--- config.mk ---
export PLATFORM = sky130hd
export DESIGN_NAME = bpf_framer
export DESIGN_NICKNAME = d
export VERILOG_FILES = /design/src/bpf_pkg.sv /design/src/bpf_framer.sv
export SDC_FILE = /design/constraint.sdc
export NUM_CORES = 1
export LEC_CHECK = 0
export BUFFER_PORTS_ARGS = -buffer_cell sky130_fd_sc_hd__buf_2
export CORE_UTILIZATION = 40
export CTS_CLUSTER_SIZE = 40
export DETAILED_ROUTE_END_ITERATION = 10
export GPL_ROUTABILITY_DRIVEN = 1
export GPL_TIMING_DRIVEN = 0
export MAX_ROUTING_LAYER = met4
export SYNTH_ARGS = -nofsm -noshare
export SYNTH_HDL_FRONTEND = slang
export SYNTH_SLANG_ARGS = --single-unit
--- constraint.sdc ---
create_clock -name aclk -period 11.2 [get_ports aclk]
set_input_delay 2.24 -clock aclk [delete_from_list [all_inputs] [get_ports aclk]]
set_output_delay 2.24 -clock aclk [all_outputs]
set_load 0.02 [all_outputs]
--- src/bpf_pkg.sv ---
package bpf_pkg;
    // fixed word patterns
    localparam logic [23:0] SYNC_WORD = 24'hfaf320;
    localparam logic [15:0] FILL_INFO = 16'haaaa;
    localparam logic [3:0] OVF_CONTENT = 4'h0;
    localparam logic [15:0] CRC_POLY = 16'h8005;
    localparam logic [15:0] CRC_INIT = 16'h0000;
    localparam int WORD_BITS = 24;
    localparam int MAX_TRACKS = 4;
    localparam logic [8:0] FRAME_MIN = 9'h081;
    // register byte offsets
    localparam logic [7:0] CTRL_OFS = 8'h00;
    localparam logic [7:0] FRAME_OFS = 8'h04;
    localparam logic [7:0] DIV_OFS = 8'h08;
    localparam logic [7:0] LABEL_OFS = 8'h0c;
    localparam logic [7:0] STAT_OFS = 8'h10;
    // reset values
    localparam logic [7:0] CTRL_RST = 8'h00;
    localparam logic [8:0] FRAME_RST = 9'h100;
    localparam logic [15:0] DIV_RST = 16'h0007;
    localparam logic [23:0] LABEL_RST = 24'h321560;
    localparam logic [4:0] BIT_CNT_RST = 5'h17;
    localparam logic [14:0] SCR_RST = 15'h0000;
    // axi responses
    localparam logic [1:0] RESP_OKAY = 2'h0;
    localparam logic [1:0] RESP_SLVERR = 2'h2;

    // control register, bit 0 upward: enable, time, crc, parity, biphase, no_fill, tk-1
    typedef struct packed {
        logic [1:0] tk_m1;
        logic no_fill;
        logic biphase;
        logic parity;
        logic crc_en;
        logic time_en;
        logic enable;
    } bpf_ctrl_t;

    // label register, bits 3:0 bus label upward
    typedef struct packed {
        logic [3:0] us_lbl;
        logic [3:0] lo_lbl;
        logic [3:0] hi_lbl;
        logic [3:0] fill_lbl;
        logic [3:0] crc_lbl;
        logic [3:0] bus_lbl;
    } bpf_label_t;

    // one formatted word, bit 1 at the top
    typedef struct packed {
        logic [3:0] bus_lbl;
        logic [3:0] content;
        logic [15:0] info;
    } bpf_word_t;

    typedef struct packed {
        logic [15:0] hi;
        logic [15:0] lo;
        logic [15:0] us;
    } bpf_time_t;

    typedef enum logic [2:0] {
        K_SYNC = 3'b000,
        K_HI = 3'b001,
        K_LO = 3'b010,
        K_US = 3'b011,
        K_MARK = 3'b100,
        K_DATA = 3'b101,
        K_FILL = 3'b110,
        K_CRC = 3'b111
    } bpf_kind_t;
endpackage

--- src/bpf_framer.sv ---
`timescale 1ns/10ps
// Contract
// words are 24 bits; bit 1 is odd parity or extra bus label bit
// bus label is 3 bits with parity, 4 bits without
// every word carries a 4-bit content label after the bus label
// idle slots get fill words with info field aaaa
// after overflow, one extra marker word with content 0000 precedes data
// marker info field holds diagnostic content of our choosing
// with crc enabled, last frame word is the crc word
// check sequence uses x16 + x15 + x2 + 1
// no bit of the crc word enters the check sequence
// check covers all preceding frame bits msb first, cleared each frame
// crc content label avoids the bus data codes 1000 to 1111
// time words put their 16-bit value in the info field in order
// words go out bit 1 first at a constant bit rate
// bus word order is kept
// frame length fixed, above 128 and below 512 words with sync
// every frame starts with sync word faf320
// with frame time, sync is followed by high, low, micro time words
// without frame time data follows sync; without crc frame ends on data
// fill words may be omitted for buffered recorders
// track streams are randomized nrz-level or bi-phase-level coded
// one stream per track, each delayed 24/track_count bits from the last
// at most four tracks per bus
// all tracks share frame length, each with its own sync word
// with crc, every frame of every track gets a crc word
// four tracks with time: high, low, micro on tracks 1-3, data on 4
// words are dealt round-robin across tracks in track order
// word priority: sync, time, marker or data, fill; crc in last slot
module bpf_framer
    import bpf_pkg::*;
#(
    parameter int ADDR_W = 8
) (
    input wire logic aclk,
    input wire logic aresetn,
    input wire logic [ADDR_W-1:0] s_axi_awaddr,
    input wire logic s_axi_awvalid,
    output logic s_axi_awready,
    input wire logic [31:0] s_axi_wdata,
    input wire logic [3:0] s_axi_wstrb,
    input wire logic s_axi_wvalid,
    output logic s_axi_wready,
    output logic [1:0] s_axi_bresp,
    output logic s_axi_bvalid,
    input wire logic s_axi_bready,
    input wire logic [ADDR_W-1:0] s_axi_araddr,
    input wire logic s_axi_arvalid,
    output logic s_axi_arready,
    output logic [31:0] s_axi_rdata,
    output logic [1:0] s_axi_rresp,
    output logic s_axi_rvalid,
    input wire logic s_axi_rready,
    input wire bpf_word_t src_word,
    input wire logic src_valid,
    output logic src_ready,
    input wire logic ovf_event,
    input wire logic [3:0] ovf_bus,
    input wire bpf_time_t time_src,
    output logic [MAX_TRACKS-1:0] trk_nrz,
    output logic [MAX_TRACKS-1:0] trk_line,
    output logic [MAX_TRACKS-1:0] trk_word_valid,
    output logic bit_tick
);

    bpf_ctrl_t ctrl;
    bpf_label_t lbl;
    logic [8:0] frame_len;
    logic [15:0] half_div;
    logic [15:0] div_cnt;
    logic phase;
    logic half_stb;
    logic bit_stb;
    logic [4:0] bit_cnt;
    logic [4:0] next_bit_cnt;
    logic [4:0] step;
    logic ld_hit;
    logic [1:0] ld_trk;
    logic [8:0] ld_slot;
    logic [10:0] gidx;
    bpf_kind_t kind;
    logic [23:0] next_word;
    logic [23:0] trk_sr [MAX_TRACKS];
    logic [8:0] slot [MAX_TRACKS];
    logic [15:0] crc [MAX_TRACKS];
    logic [14:0] scr [MAX_TRACKS];
    logic [MAX_TRACKS-1:0] nbit;
    logic [MAX_TRACKS-1:0] sbit;
    bpf_time_t time_q;
    logic mark_pend;
    logic [3:0] mark_bus;
    logic [15:0] ovf_cnt;
    logic aw_hold;
    logic w_hold;
    logic [ADDR_W-1:0] aw_addr;
    logic [31:0] w_data;
    logic [3:0] w_strb;
    logic wr_go;

    ////////////////////////////////////////////////////////////////////////////
    // helpers

    // bit-serial crc over one word, msb first
    function automatic logic [15:0] crc_word(input logic [15:0] c_in, input logic [23:0] w);
        logic [15:0] c;
        c = c_in;
        for (int i = WORD_BITS - 1; i >= 0; i--) begin
            if (c[15] ^ w[i]) begin
                c = {c[14:0], 1'b0} ^ CRC_POLY;
            end else begin
                c = {c[14:0], 1'b0};
            end
        end
        return c;
    endfunction

    // build a word; bit 1 becomes odd parity or stays label msb
    function automatic logic [23:0] pack_word(input bpf_word_t w, input logic par);
        logic [23:0] v;
        v = w;
        if (par) begin
            v[23] = ~^v[22:0];
        end
        return v;
    endfunction

    function automatic logic [31:0] merge(input logic [31:0] old, input logic [31:0] nw,
                                          input logic [3:0] strb);
        logic [31:0] r;
        r = old;
        for (int i = 0; i < 4; i++) begin
            if (strb[i]) begin
                r[8*i +: 8] = nw[8*i +: 8];
            end
        end
        return r;
    endfunction

    ////////////////////////////////////////////////////////////////////////////
    // bit timing

    // half-bit divider, a bit ends every second half
    assign half_stb = ctrl.enable && (div_cnt == half_div);
    assign bit_stb = half_stb && phase;
    assign next_bit_cnt = (bit_cnt == 5'(WORD_BITS - 1)) ? 5'h00 : bit_cnt + 5'h01;

    always_ff @(posedge aclk) begin
        if (!aresetn || !ctrl.enable) begin
            div_cnt <= 16'h0000;
            phase <= 1'b0;
            bit_cnt <= BIT_CNT_RST;
        end else begin
            div_cnt <= half_stb ? 16'h0000 : div_cnt + 16'h0001;
            if (half_stb) begin
                phase <= ~phase;
            end
            if (bit_stb) begin
                bit_cnt <= next_bit_cnt;
            end
        end
    end

    // first cycle of each new bit
    always_ff @(posedge aclk) begin
        if (!aresetn) begin
            bit_tick <= 1'b0;
        end else begin
            bit_tick <= bit_stb;
        end
    end

    // stagger between tracks, 24 / track_count bits
    always_comb begin
        case (ctrl.tk_m1)
            2'd0: step = 5'd24;
            2'd1: step = 5'd12;
            2'd2: step = 5'd8;
            default: step = 5'd6;
        endcase
    end

    // which track loads a fresh word at this bit edge
    always_comb begin
        ld_hit = 1'b0;
        ld_trk = 2'd0;
        for (int t = 0; t < MAX_TRACKS; t++) begin
            if (bit_stb && t <= int'(ctrl.tk_m1) && next_bit_cnt == 5'(t * int'(step))) begin
                ld_hit = 1'b1;
                ld_trk = 2'(t);
            end
        end
    end

    ////////////////////////////////////////////////////////////////////////////
    // word selection

    assign ld_slot = slot[ld_trk];
    // position in the round-robin sequence of words after sync
    assign gidx = 11'((int'(ld_slot) - 1) * (int'(ctrl.tk_m1) + 1) + int'(ld_trk));

    // priority chain for the word entering the loading track
    always_comb begin
        if (ld_slot == 9'h000) begin
            kind = K_SYNC;
        end else if (ctrl.crc_en && ld_slot == frame_len - 9'h001) begin
            kind = K_CRC;
        end else if (ctrl.time_en && gidx == 11'h000) begin
            kind = K_HI;
        end else if (ctrl.time_en && gidx == 11'h001) begin
            kind = K_LO;
        end else if (ctrl.time_en && gidx == 11'h002) begin
            kind = K_US;
        end else if (mark_pend) begin
            kind = K_MARK;
        end else if (src_valid) begin
            kind = K_DATA;
        end else begin
            kind = K_FILL;
        end
    end

    // word contents per kind
    always_comb begin
        case (kind)
            K_SYNC: next_word = SYNC_WORD;
            K_HI: next_word = pack_word({lbl.bus_lbl, lbl.hi_lbl, time_q.hi}, ctrl.parity);
            K_LO: next_word = pack_word({lbl.bus_lbl, lbl.lo_lbl, time_q.lo}, ctrl.parity);
            K_US: next_word = pack_word({lbl.bus_lbl, lbl.us_lbl, time_q.us}, ctrl.parity);
            K_MARK: next_word = pack_word({mark_bus, OVF_CONTENT, ovf_cnt}, ctrl.parity);
            K_DATA: next_word = pack_word(src_word, ctrl.parity);
            K_FILL: next_word = pack_word({lbl.bus_lbl, lbl.fill_lbl, FILL_INFO}, ctrl.parity);
            default: next_word = pack_word({lbl.bus_lbl, lbl.crc_lbl, crc[ld_trk]}, ctrl.parity);
        endcase
    end

    // data leaves the source only into its own slot, in arrival order
    assign src_ready = ld_hit && kind == K_DATA;

    ////////////////////////////////////////////////////////////////////////////
    // track shift registers, slot counters and check sequences

    always_ff @(posedge aclk) begin
        if (!aresetn || !ctrl.enable) begin
            for (int t = 0; t < MAX_TRACKS; t++) begin
                trk_sr[t] <= 24'h000000;
                slot[t] <= 9'h000;
                crc[t] <= CRC_INIT;
            end
            trk_word_valid <= '0;
        end else if (bit_stb) begin
            for (int t = 0; t < MAX_TRACKS; t++) begin
                if (ld_hit && ld_trk == 2'(t)) begin
                    trk_sr[t] <= next_word;
                    slot[t] <= (slot[t] == frame_len - 9'h001) ? 9'h000 : slot[t] + 9'h001;
                    trk_word_valid[t] <= !(ctrl.no_fill && kind == K_FILL);
                    if (kind == K_SYNC) begin
                        crc[t] <= crc_word(CRC_INIT, next_word);
                    end else if (kind != K_CRC) begin
                        crc[t] <= crc_word(crc[t], next_word);
                    end
                end else begin
                    trk_sr[t] <= {trk_sr[t][22:0], 1'b0};
                end
            end
        end
    end

    always_comb begin
        for (int t = 0; t < MAX_TRACKS; t++) begin
            trk_nrz[t] = trk_sr[t][23];
            nbit[t] = (ld_hit && ld_trk == 2'(t)) ? next_word[23] : trk_sr[t][22];
            sbit[t] = nbit[t] ^ scr[t][14] ^ scr[t][13];
        end
    end

    // line coding: scrambled nrz-l, or bi-phase-l inverting at mid-bit
    always_ff @(posedge aclk) begin
        if (!aresetn || !ctrl.enable) begin
            for (int t = 0; t < MAX_TRACKS; t++) begin
                scr[t] <= SCR_RST;
            end
            trk_line <= '0;
        end else begin
            for (int t = 0; t < MAX_TRACKS; t++) begin
                if (bit_stb) begin
                    scr[t] <= {scr[t][13:0], sbit[t]};
                    trk_line[t] <= ctrl.biphase ? nbit[t] : sbit[t];
                end else if (half_stb && ctrl.biphase && t <= int'(ctrl.tk_m1)) begin
                    trk_line[t] <= ~trk_line[t];
                end
            end
        end
    end

    // time latched with the first track's sync so all three words agree
    always_ff @(posedge aclk) begin
        if (!aresetn) begin
            time_q <= '0;
        end else if (ld_hit && ld_trk == 2'd0 && kind == K_SYNC) begin
            time_q <= time_src;
        end
    end

    // overflow marker pending; a new event wins over the clear
    always_ff @(posedge aclk) begin
        if (!aresetn) begin
            mark_pend <= 1'b0;
            mark_bus <= 4'h0;
            ovf_cnt <= 16'h0000;
        end else if (ovf_event) begin
            mark_pend <= 1'b1;
            mark_bus <= ovf_bus;
            ovf_cnt <= ovf_cnt + 16'h0001;
        end else if (ld_hit && kind == K_MARK) begin
            mark_pend <= 1'b0;
        end
    end

    ////////////////////////////////////////////////////////////////////////////
    // axi4-lite slave

    assign s_axi_awready = !aw_hold && !s_axi_bvalid;
    assign s_axi_wready = !w_hold && !s_axi_bvalid;
    assign s_axi_arready = !s_axi_rvalid;
    assign wr_go = aw_hold && w_hold && !s_axi_bvalid;

    // address and data accepted in either order
    always_ff @(posedge aclk) begin
        if (!aresetn) begin
            aw_hold <= 1'b0;
            w_hold <= 1'b0;
            aw_addr <= '0;
            w_data <= 32'h00000000;
            w_strb <= 4'h0;
            s_axi_bvalid <= 1'b0;
            s_axi_bresp <= RESP_OKAY;
        end else begin
            if (s_axi_awvalid && s_axi_awready) begin
                aw_hold <= 1'b1;
                aw_addr <= s_axi_awaddr;
            end
            if (s_axi_wvalid && s_axi_wready) begin
                w_hold <= 1'b1;
                w_data <= s_axi_wdata;
                w_strb <= s_axi_wstrb;
            end
            if (wr_go) begin
                aw_hold <= 1'b0;
                w_hold <= 1'b0;
                s_axi_bvalid <= 1'b1;
                if (aw_addr[7:0] == CTRL_OFS || aw_addr[7:0] == FRAME_OFS ||
                    aw_addr[7:0] == DIV_OFS || aw_addr[7:0] == LABEL_OFS ||
                    aw_addr[7:0] == STAT_OFS) begin
                    s_axi_bresp <= RESP_OKAY;
                end else begin
                    s_axi_bresp <= RESP_SLVERR;
                end
            end else if (s_axi_bvalid && s_axi_bready) begin
                s_axi_bvalid <= 1'b0;
            end
        end
    end

    // register writes; frame length is clamped into range
    always_ff @(posedge aclk) begin
        logic [31:0] m;
        if (!aresetn) begin
            ctrl <= CTRL_RST;
            frame_len <= FRAME_RST;
            half_div <= DIV_RST;
            lbl <= LABEL_RST;
        end else if (wr_go) begin
            if (aw_addr[7:0] == CTRL_OFS) begin
                m = merge({24'h000000, ctrl}, w_data, w_strb);
                ctrl <= m[7:0];
            end else if (aw_addr[7:0] == FRAME_OFS) begin
                m = merge({23'h000000, frame_len}, w_data, w_strb);
                frame_len <= (m[8:0] < FRAME_MIN) ? FRAME_MIN : m[8:0];
            end else if (aw_addr[7:0] == DIV_OFS) begin
                m = merge({16'h0000, half_div}, w_data, w_strb);
                half_div <= m[15:0];
            end else if (aw_addr[7:0] == LABEL_OFS) begin
                m = merge({8'h00, lbl}, w_data, w_strb);
                lbl <= m[23:0];
            end
        end
    end

    // read channel, answer one cycle after the address
    always_ff @(posedge aclk) begin
        if (!aresetn) begin
            s_axi_rvalid <= 1'b0;
            s_axi_rdata <= 32'h00000000;
            s_axi_rresp <= RESP_OKAY;
        end else if (s_axi_arvalid && s_axi_arready) begin
            s_axi_rvalid <= 1'b1;
            s_axi_rresp <= RESP_OKAY;
            if (s_axi_araddr[7:0] == CTRL_OFS) begin
                s_axi_rdata <= {24'h000000, ctrl};
            end else if (s_axi_araddr[7:0] == FRAME_OFS) begin
                s_axi_rdata <= {23'h000000, frame_len};
            end else if (s_axi_araddr[7:0] == DIV_OFS) begin
                s_axi_rdata <= {16'h0000, half_div};
            end else if (s_axi_araddr[7:0] == LABEL_OFS) begin
                s_axi_rdata <= {8'h00, lbl};
            end else if (s_axi_araddr[7:0] == STAT_OFS) begin
                s_axi_rdata <= {ovf_cnt, 14'h0000, mark_pend, ctrl.enable};
            end else begin
                s_axi_rdata <= 32'h00000000;
                s_axi_rresp <= RESP_SLVERR;
            end
        end else if (s_axi_rvalid && s_axi_rready) begin
            s_axi_rvalid <= 1'b0;
        end
    end

    ////////////////////////////////////////////////////////////////////////////
    // checks

    logic ld_q;
    logic [1:0] ld_trk_q;
    bpf_kind_t kind_q;
    logic [15:0] info_q;

    always_ff @(posedge aclk) begin
        ld_q <= ld_hit;
        ld_trk_q <= ld_trk;
        kind_q <= kind;
        info_q <= src_word.info;
    end
endmodule

==> results by stage, run 1 <==
Run status:
- The flow ran to the end, and the final reports show no timing, DRC or antenna violations.

Clock network:
- The hold-fix buffer count after cts is 0.
- The root buffer cell is clkbuf_16.
- CTS saw 486 sinks.
- The clock-pin slew on the worst setup and hold paths is 0.06 ns.
- The number of buffers added by the clock tree synthesis step is 54.
- The number of buffers on the longest clock path is 3.
- The number of H-tree branching levels is 2.
- At the later pin of the worst-skew pair, clock insertion delay measures 0.66 ns.
- TritonCTS built the clock tree.

Yosys:
- The most common flop cell mapped by yosys is edfxtp_1.
- The combined area of all synthesized cells is 27800 µm².
- The synthesized-area fraction occupied by ao, oa, aoi and oai cells was 0.123.
- The share of synthesized registers carrying an async set or reset is 0.
- The cell type with the highest aggregate area in the netlist is edfxtp_1.
- The unique cell type count in the Yosys netlist is 116.
- The mean cell area of the mapped netlist is 9.56 µm².
- The number of flops mapped to enable cells by yosys is 256.
- The dominant combinational cell family by area after synthesis is simple AND/OR/NAND/NOR gates.
- By area the synthesized netlist is led by edfxtp_1 28%, dfxtp_1 17%, xnor2_1 9.9%.
- Of the total synthesized cell area, the portion taken by XOR and XNOR cells is 0.171.
- Measured against the total synthesized area, the mux share comes to 0.0354.
- Yosys printed 0 warnings.
- Counting every instance in the synthesized netlist gives 2914.
- The area share of the largest cell type after synthesis is 0.276.
- The arithmetic-cell share of the synthesized area counting full adders, half adders and majority gates is 0.0242.
- The total of flip-flops plus latches after synthesis is 486.
- The post-synthesis sequential area ratio is 0.441.
- The basic-gate share of the synthesized area counting and, or, nand and nor cells is 0.174.

Route:
- The number of iterations in the first detailed-routing pass is 8.
- The length of routed wiring on met1 is 41400 µm.
- The routed design has 93100 µm of wire.
- The first-iteration detailed-routing DRC count is 2242.
- The remaining antenna violation count is 0.
- In the routed layout, each cell is associated on average with a via count of 5.54.
- Wire segments on met3 add up to 6990 µm in the final route.
- The total met2 wirelength after detailed routing is 41700 µm.
- Dividing the detail-routed wire length by the instance count gives 22.5 µm.
- After detailed routing, the number of remaining DRC violations is 0.
- The final route contains 22.9k vias.
- After detailed routing, no signal wire sits above met4.

Worst setup path:
- Along the worst path, the maximum fanout reaches 11.
- The most critical setup path has its startpoint at ctrl[6].
- The type of element capturing the critical path is an output port.
- For this design, the slowest cell found on the critical path is xor3_2.
- The startpoint type of the worst setup path is a register.
- Counting stages on the worst path, the most repeated cell is ha_1.
- In this run the critical register-to-register path is launched from ctrl[6].
- The highest cell delay on the worst timing path is 0.54 ns.
- At the worst endpoint, the arrival time is 8.55 ns.
- The data required time at the worst endpoint is 8.96 ns.
- The critical path is of the reg2out type.
- Measured in cells, the most critical reg-to-reg path has a length of 38.

Finish:
- The synthesis-to-layout area growth is 14.8%.
- In the layout the commonest cells are 415 x nand2_1, 335 x nor2_1, 315 x xnor2_1.
- The footprint of the flip-flops and latches is 12300 µm².
- The count of nets after finishing is 3340.
- In the final layout, the multi-input gates occupy 14800 µm².
- The repair_antennas step left the layout with diodes totalling 0.
- The most common library cell in the layout ignoring fill and taps is nand2_1.
- The ratio of cells with drive above 1 in the final layout is 0.128.
- Measured on the finished design, the core utilization comes to 0.465.
- The filler cell count in the final layout is 6741.
- The finished layout cell area is 32000 µm².

Timing:
- For the final database, setup skew stands at 0.0599 ns.
- The worst hold-check slack is 0.446 ns.
- At the pin with the least slew margin, the transition time is 1.22 ns.
- In the final timing run, aggregate negative setup slack is 0 ns.
- Setup repair after global routing left no endpoint under its margin.
- For this run, the top clock speed supported by timing is 92.7 MHz.
- The number of hold violations in the final report was 0.
- Headroom to the max-slew limit came out at 0.177.
- The time the final worst path needs with I/O delays and setup is 10.79 ns.
- The max-slew violation count came to 0.
- The number of failing setup endpoints in the final timing report is 0.
- In the finished design, the share of the clock period the worst path needs comes to 0.963.

Global routing:
- Entering global routing, the biggest net connects 35 pins.
- The leftover overflow at the end of global routing is 0.
- The via count of the first global-routing pass is 21.8k.
- The number of antenna violations at the first check in global routing is 0.
- For this run, the total global-route usage over all layers was measured as 0.268.
- The first global-routing pass estimated 139000 µm of wire.

Floorplan:
- The die is 266 µm tall.
- The total die area is 70700 µm².
- In this run the standard cell core region covers 68700 µm².
- In this run the count of I/O pins placed on the die edge is 192.
- The floorplan step set the die width to 266 µm.
- The effective utilization at floorplan is 0.405.
- The count of standard-cell rows is 96.

Placed design:
- After legalization and detailed placement, the total HPWL measured 69500 µm.
- Buffers placed on the I/O ports in this run total 178.
- At the end of routability-driven placement, the weighted congestion stood at 0.974.
- The instance area after placement is 30000 µm².

Power and ir drop:
- VDD sags by at most 0.000111 V.
- The overall power consumption is 3.94 mW.
- For this design the static power due to leakage is 12.5 nW.
- The total power per unit cell area is 123 nW/µm².

Hold path:
- The number of cells on the worst hold path is 2.
- The tightest min-delay check is of the reg2reg type.
- The startpoint identified for the worst hold timing path is s_axi_rdata[2].

Run:
- The number of violations of the max-capacitance limit is 0.
-- worst max-delay path: cells and delay by family, from the launching register on --
kind	cells	cell delay (ns)
AND/OR/NAND/NOR	4	0.54
buffers and inverters	10	1.88
flip-flops	1	0.47
AO/OA/AOI/OAI	10	2.56
adder cells (fa/ha/maj)	5	1.61
XOR/XNOR	3	0.82
-- flip-flops by register name (all words and copies together) (netlist names), 5 cells and up --
| name | cells |
|---|---|
| scr | 60 |
| ctrl | 8 |
| crc | 64 |
| lbl | 24 |
| div_cnt | 16 |
| half_div | 16 |
| slot | 36 |
| bit_cnt | 5 |
| frame_len | 9 |
| s_axi_rdata | 32 |
| aw_addr | 8 |
| time_q | 48 |
| trk_sr | 96 |
| ovf_cnt | 16 |
| w_data | 24 |
-- cell families (layout without fill, tap and decap cells) --
logic type | Yosys count | after routing
XOR/XNOR | 504 | 504
AND/OR/NAND/NOR | 1082 | 1082
flip-flops | 486 | 486
AO/OA/AOI/OAI | 496 | 496
buffers and inverters | 201 | 486
multiplexers | 95 | 95
adder cells (fa/ha/maj) | 49 | 49
other | 1 | 2
-- per-layer routing --
layer / vias to the layer above / global-route usage
met4: 0 / 0.0837
li1: 10640 / -
met3: 184 / 0.0376
met1: 11068 / 0.368
met5: - / -
met2: 1011 / 0.409
-- layout make-up --
class / count / area share
Multi-Input combinational cell: 2228 / 0.464
Inverter: 44 / 0.00520
Clock buffer: 75 / 0.0489
Sequential cell: 486 / 0.384
Tap cell: 931 / 0.0364
Buffer: 156 / 0.0214
Timing Repair Buffer: 184 / 0.0296
Clock inverter: 27 / 0.0100
-- through the flow --
| stage | setup slack (ns) | instances |
|---|---|---|
| finish | 0.409 | 4131 |
| global placement | -0.428 | 4024 |
| detailed placement | -0.270 | 4026 |
| global route | 0.0247 | 4131 |
| floorplan | 2.06 | 2915 |
| CTS | 0.0425 | 4128 |
-- cell usage after synthesis (6+ instances only) --
| cell type | n |
|---|---|
| xor2_1 | 161 |
| buf_4 | 11 |
| ha_1 | 41 |
| a222oi_1 | 24 |
| nand2b_1 | 12 |
| nor3_1 | 37 |
| a211oi_1 | 19 |
| a22o_1 | 21 |
| nor2b_1 | 12 |
| or3_1 | 6 |
| mux2i_1 | 85 |
| o21ai_1 | 8 |
| and3_1 | 69 |
| nor4_1 | 10 |
| mux2_2 | 7 |
| a21oi_1 | 225 |
| nand3b_1 | 6 |
| a311oi_1 | 6 |
| a22oi_1 | 19 |
| xnor3_1 | 11 |
| clkbuf_1 | 121 |
| buf_1 | 6 |
| edfxtp_1 | 256 |
| fa_1 | 8 |
| buf_2 | 14 |
| o21ai_0 | 56 |
| nor2_1 | 336 |
| inv_1 | 43 |
| xnor2_1 | 316 |
| dfxtp_1 | 230 |
| a2bb2oi_1 | 9 |
| nand4_1 | 25 |
| and2_1 | 37 |
| a21boi_0 | 9 |
| nand2_1 | 417 |
| o2111ai_1 | 7 |
| nand3_1 | 71 |
-- worst paths after layout --
| kind | endpoint | slack [ns] |
|---|---|---|
| worst max-delay path | src_ready | 0.41 |
| worst min-delay path | s_axi_rdata[2] | 0.45 |
| worst max register to register | crc[0][15] | 0.45 |
| worst min register to register | s_axi_rdata[2] | 0.45 |
-- repair_timing --
item                                    4_1_cts  5_1_grt
setup buffers                                 0        4
gates resized for setup                       4       19
pin swaps                                     0        3
hold endpoints to repair                      0        0
endpoints found under the setup margin        9       20
-- where the power goes --
group	internal [mW]	leakage [nW]	switching, mW
clock network	1.08	0.936	0.785
logic	0.0717	6.59	0.114
registers	1.87	5.02	0.0154
total	3.02	12.5	0.915
(Power assumes the default switching activity.)
==> inputs of run 2 (changes only) <==
--- a/config.mk
+++ b/config.mk
@@ -5,6 +5,7 @@
 export SDC_FILE = /design/constraint.sdc
 export NUM_CORES = 1
 export LEC_CHECK = 0
+export ABC_AREA = 1
 export BUFFER_PORTS_ARGS = -buffer_cell sky130_fd_sc_hd__buf_2
 export CORE_UTILIZATION = 40
 export CTS_CLUSTER_SIZE = 40
@@ -12,6 +13,7 @@
 export GPL_ROUTABILITY_DRIVEN = 1
 export GPL_TIMING_DRIVEN = 0
 export MAX_ROUTING_LAYER = met4
+export SETUP_SLACK_MARGIN = 0.05
 export SYNTH_ARGS = -nofsm -noshare
 export SYNTH_HDL_FRONTEND = slang
 export SYNTH_SLANG_ARGS = --single-unit
==> run 2 against run 1 <==
Net effect:
- cell count is 20% higher
- clock power hardly changed
- routed wire length is 5.9% higher
- die area is 7.4% higher
- total power is 5.9% higher
- register-to-register slack better by 0.42 ns
- largest power group unchanged
- highest routed layer unchanged
==> results by stage, run 2 <==
Clock network:
- In this run the deepest clock path goes through 3 buffers.
- Clock latency on the worst-skew pair, taken at its later pin, is 0.63 ns.
- The root buffer cell chosen for the clock tree is clkbuf_16.
- The clock-pin slew on the worst setup and hold paths is 0.07 ns.
- TritonCTS built the clock tree.
- The number of H-tree branching levels is 2.
- The number of sinks handled by clock tree synthesis is 486.
- Counting the buffers created by CTS gives 55.

Global routing:
- The via count of the first global-routing pass was 24.3k.
- Entering global routing, the biggest net connects 39 pins.
- The total overflow left after global routing is 0.
- The first global-routing pass estimated 147000 µm of wire.
- For this run, the total global-route usage over all layers was measured as 0.264.
- The number of antenna violations at the first check in global routing is 4.

Floorplan:
- From bottom edge to top edge, the die measures 276 µm.
- The total die area is 75900 µm².
- For this configuration, the core starts out at a cell density of 0.407.
- The number of top-level pins is 192.
- The core footprint is 73500 µm².
- The initialized floorplan defines 99 standard-cell rows.
- The floorplan step set the die width to 276 µm.

Yosys:
- The most common cell in the synthesized netlist is nand2_1.
- Counting every instance in the synthesized netlist gives 3704.
- The total of flip-flops plus latches after synthesis is 486.
- Yosys printed 0 warnings.
- Of all cell types, the one taking the most synthesized area is edfxtp_1.
- By count the netlist is led by 544 x nand2_1, 486 x inv_1, 398 x nor2_1.
- The share of synthesized registers carrying an async set or reset is 0.
- The cell area that synthesis handed to floorplanning was 29900 µm².
- The mean cell area of the mapped netlist is 8.08 µm².
- The post-synthesis sequential area ratio is 0.411.
- In the synthesized netlist the dominant register cell turns out to be edfxtp_1.
- The area share of the largest cell type after synthesis is 0.257.
- The synthesized design contains 256 enable-type register cells.
- Yosys attributes the largest share of cell area to edfxtp_1 26%, dfxtp_1 15%, xor2_1 8.0%.
- The number of different library cells used by synthesis comes to 76.

Worst setup path:
- The type of element capturing the critical path is a register.
- The cell that appears most often on the critical path is nand2_1.
- In this run the worst path has a maximum fanout of 10.
- Data on the critical path is required at its endpoint by 11.58 ns.
- The path type of the worst setup path is reg2reg.
- The largest individual stage delay along the critical path comes from the cell dfxtp_1.
- The startpoint type of the worst setup path is a register.
- In this design, the stage delay of the slowest critical-path cell is 0.50 ns.
- Data on the critical path arrives at its endpoint at 10.70 ns.

Route:
- The first-iteration detailed-routing DRC count is 2362.
- In the final routed layout, each cell accounts on average for 19.9 µm.
- The detailed-route via count is 26.2k.
- The routed design has 98500 µm of wire.
- The remaining antenna violation count is 0.
- After detailed routing, the number of vias per cell comes to 5.29.
- The pre-antenna-repair detailed-routing pass consisted of 6 iterations.
- The remaining routing DRC violations is 0.

Timing:
- The clock arrives with 0.0294 ns of skew.
- The worst hold-check slack is 0.454 ns.
- In the post-route analysis, the smallest setup slack over all paths is 0.872 ns.
- The smallest clock period supported by the final layout is computed as 10.33 ns.
- The highest clock frequency the design can meet is 96.8 MHz.
- The number of failing setup endpoints in the final timing report is 0.
- The total negative slack for setup checks is 0 ns.
- At the pin with the least slew margin, the transition time is 1.31 ns.
- The final period utilization is 0.922.
- The number of hold violations in the final report is 0.
- Setup repair after global routing left no endpoint under its margin.
- In this run the tightest slew margin relative to its limit is 0.127.
- The max-slew violation count was 0.

Finish:
- The register with the most flip-flops in the layout has 96 of them.
- Summing all non-filler instances in the final layout gives an area of 34200 µm².
- The register with the most flip-flops in the final layout is trk_sr.
- The final non-filler cell total is 4963.
- The most common library cell in the layout ignoring fill and taps is nand2_1.
- The area growth from synthesis to layout is 14.1%.
- In the final layout, the registers with the most flip-flops are trk_sr (96), crc (64), scr (60).
- In the layout the commonest cells are 542 x nand2_1, 485 x inv_1, 394 x nor2_1.
- Once layout is complete, the utilization of the core stands at 0.465.
- The ratio of cells with drive above 1 in the final layout is 0.135.
- The count of nets after finishing is 4143.

Run:
- The tool flagged a number of max-cap violations equal to 0.

Power and ir drop:
- The completed layout was analyzed and its total power is 4.17 mW.
- In this run the power density over the cells is 122 nW/µm².
- The peak supply drop is 0.000117 V.
- In this run the static leakage power is 14.4 nW.

Placed design:
- The pre-CTS worst setup slack is 0.293 ns.
- The instance area after placement is 32100 µm².
- The number of placed instances, taps included, is 4847.
- The placer congestion estimate is 0.996.
- The detailed placement HPWL is 74900 µm.
- Port buffering added 179 buffers.

Run status:
- The run finished with clean final reports.

Hold path:
- The worst hold-check path type is reg2reg.
run 2: changes by cell type in the layout (fill, tap and decap cells not counted), sizes merged, moves of 26 or more:
cell	before	now
nand3	74	194
clkbuf	196	166
nand2	419	598
inv	47	533
o21ai	66	259
and2	38	2
and3	69	1
xnor2	319	147
xor2	165	285
a211oi	19	45
o22ai	8	43
o211ai	5	55
nor2	339	424
mux2i	86	0
run 2: area by class of cell:
type	instances	area, µm²
tap	959	1200
antenna	3	7.51
clock inverter	31	310
clock buffer	70	1540
buffer	132	619
multi-input combinational	2549	15100
fill	7296	39300
timing repair buffer	195	1060
inverter	538	2030
sequential	486	12300
run 2: timing repair:
| action | in CTS | in global routing |
|---|---|---|
| endpoints found under the setup margin | 0 | 10 |
| hold buffers | 0 | 0 |
| gates resized for setup | 0 | 15 |
| buffers inserted | 0 | 12 |
run 2: worst max-delay path: cells and delay by family (launching register included):
kind / cells / cell delay, ns
and+or+nand+nor: 50 / 5.19
buffers and inverters: 12 / 1.99
adders and majority gates: 5 / 1.58
DFF: 1 / 0.50
AOI/OAI and AO/OA: 5 / 0.75
run 2: cell families (layout without fill, tap and decap cells):
logic type / after synthesis / count (layout) / share of synthesized area
flip-flops: 486 / 486 / 0.411
AND/OR/NAND/NOR: 1368 / 1368 / 0.210
adder cells (fa/ha/maj): 49 / 49 / 0.0225
other: 1 / 5 / 0.000125
XOR/XNOR: 432 / 432 / 0.131
AO/OA/AOI/OAI: 698 / 698 / 0.137
buffers and inverters: 670 / 966 / 0.0882
run 2: worst paths after layout:
check / start / endpoint / slack (ns) / cells after the start
worst max register to register: ctrl[7] / crc[2][0] / 0.87 / 72
worst min register to register: aw_addr[5] / aw_addr[5] / 0.45 / 2
worst max-delay path: ctrl[7] / crc[2][0] / 0.87 / 72
worst min-delay path: aw_addr[5] / aw_addr[5] / 0.45 / 2
run 2: power breakdown:
group          internal (mW)  switching, mW  total [mW]
logic                  0.146          0.265       0.412
clock network           1.09          0.783        1.87
registers               1.88         0.0136        1.89
total                   3.11           1.06        4.17
run 2: layer usage:
layer  GRT usage  up-vias  share of wire
met5           -        -              0
met3      0.0322      185          0.072
li1            -    12693              -
met2       0.409     1041           0.45
met4      0.0823        0          0.032
met1       0.358    12319           0.45
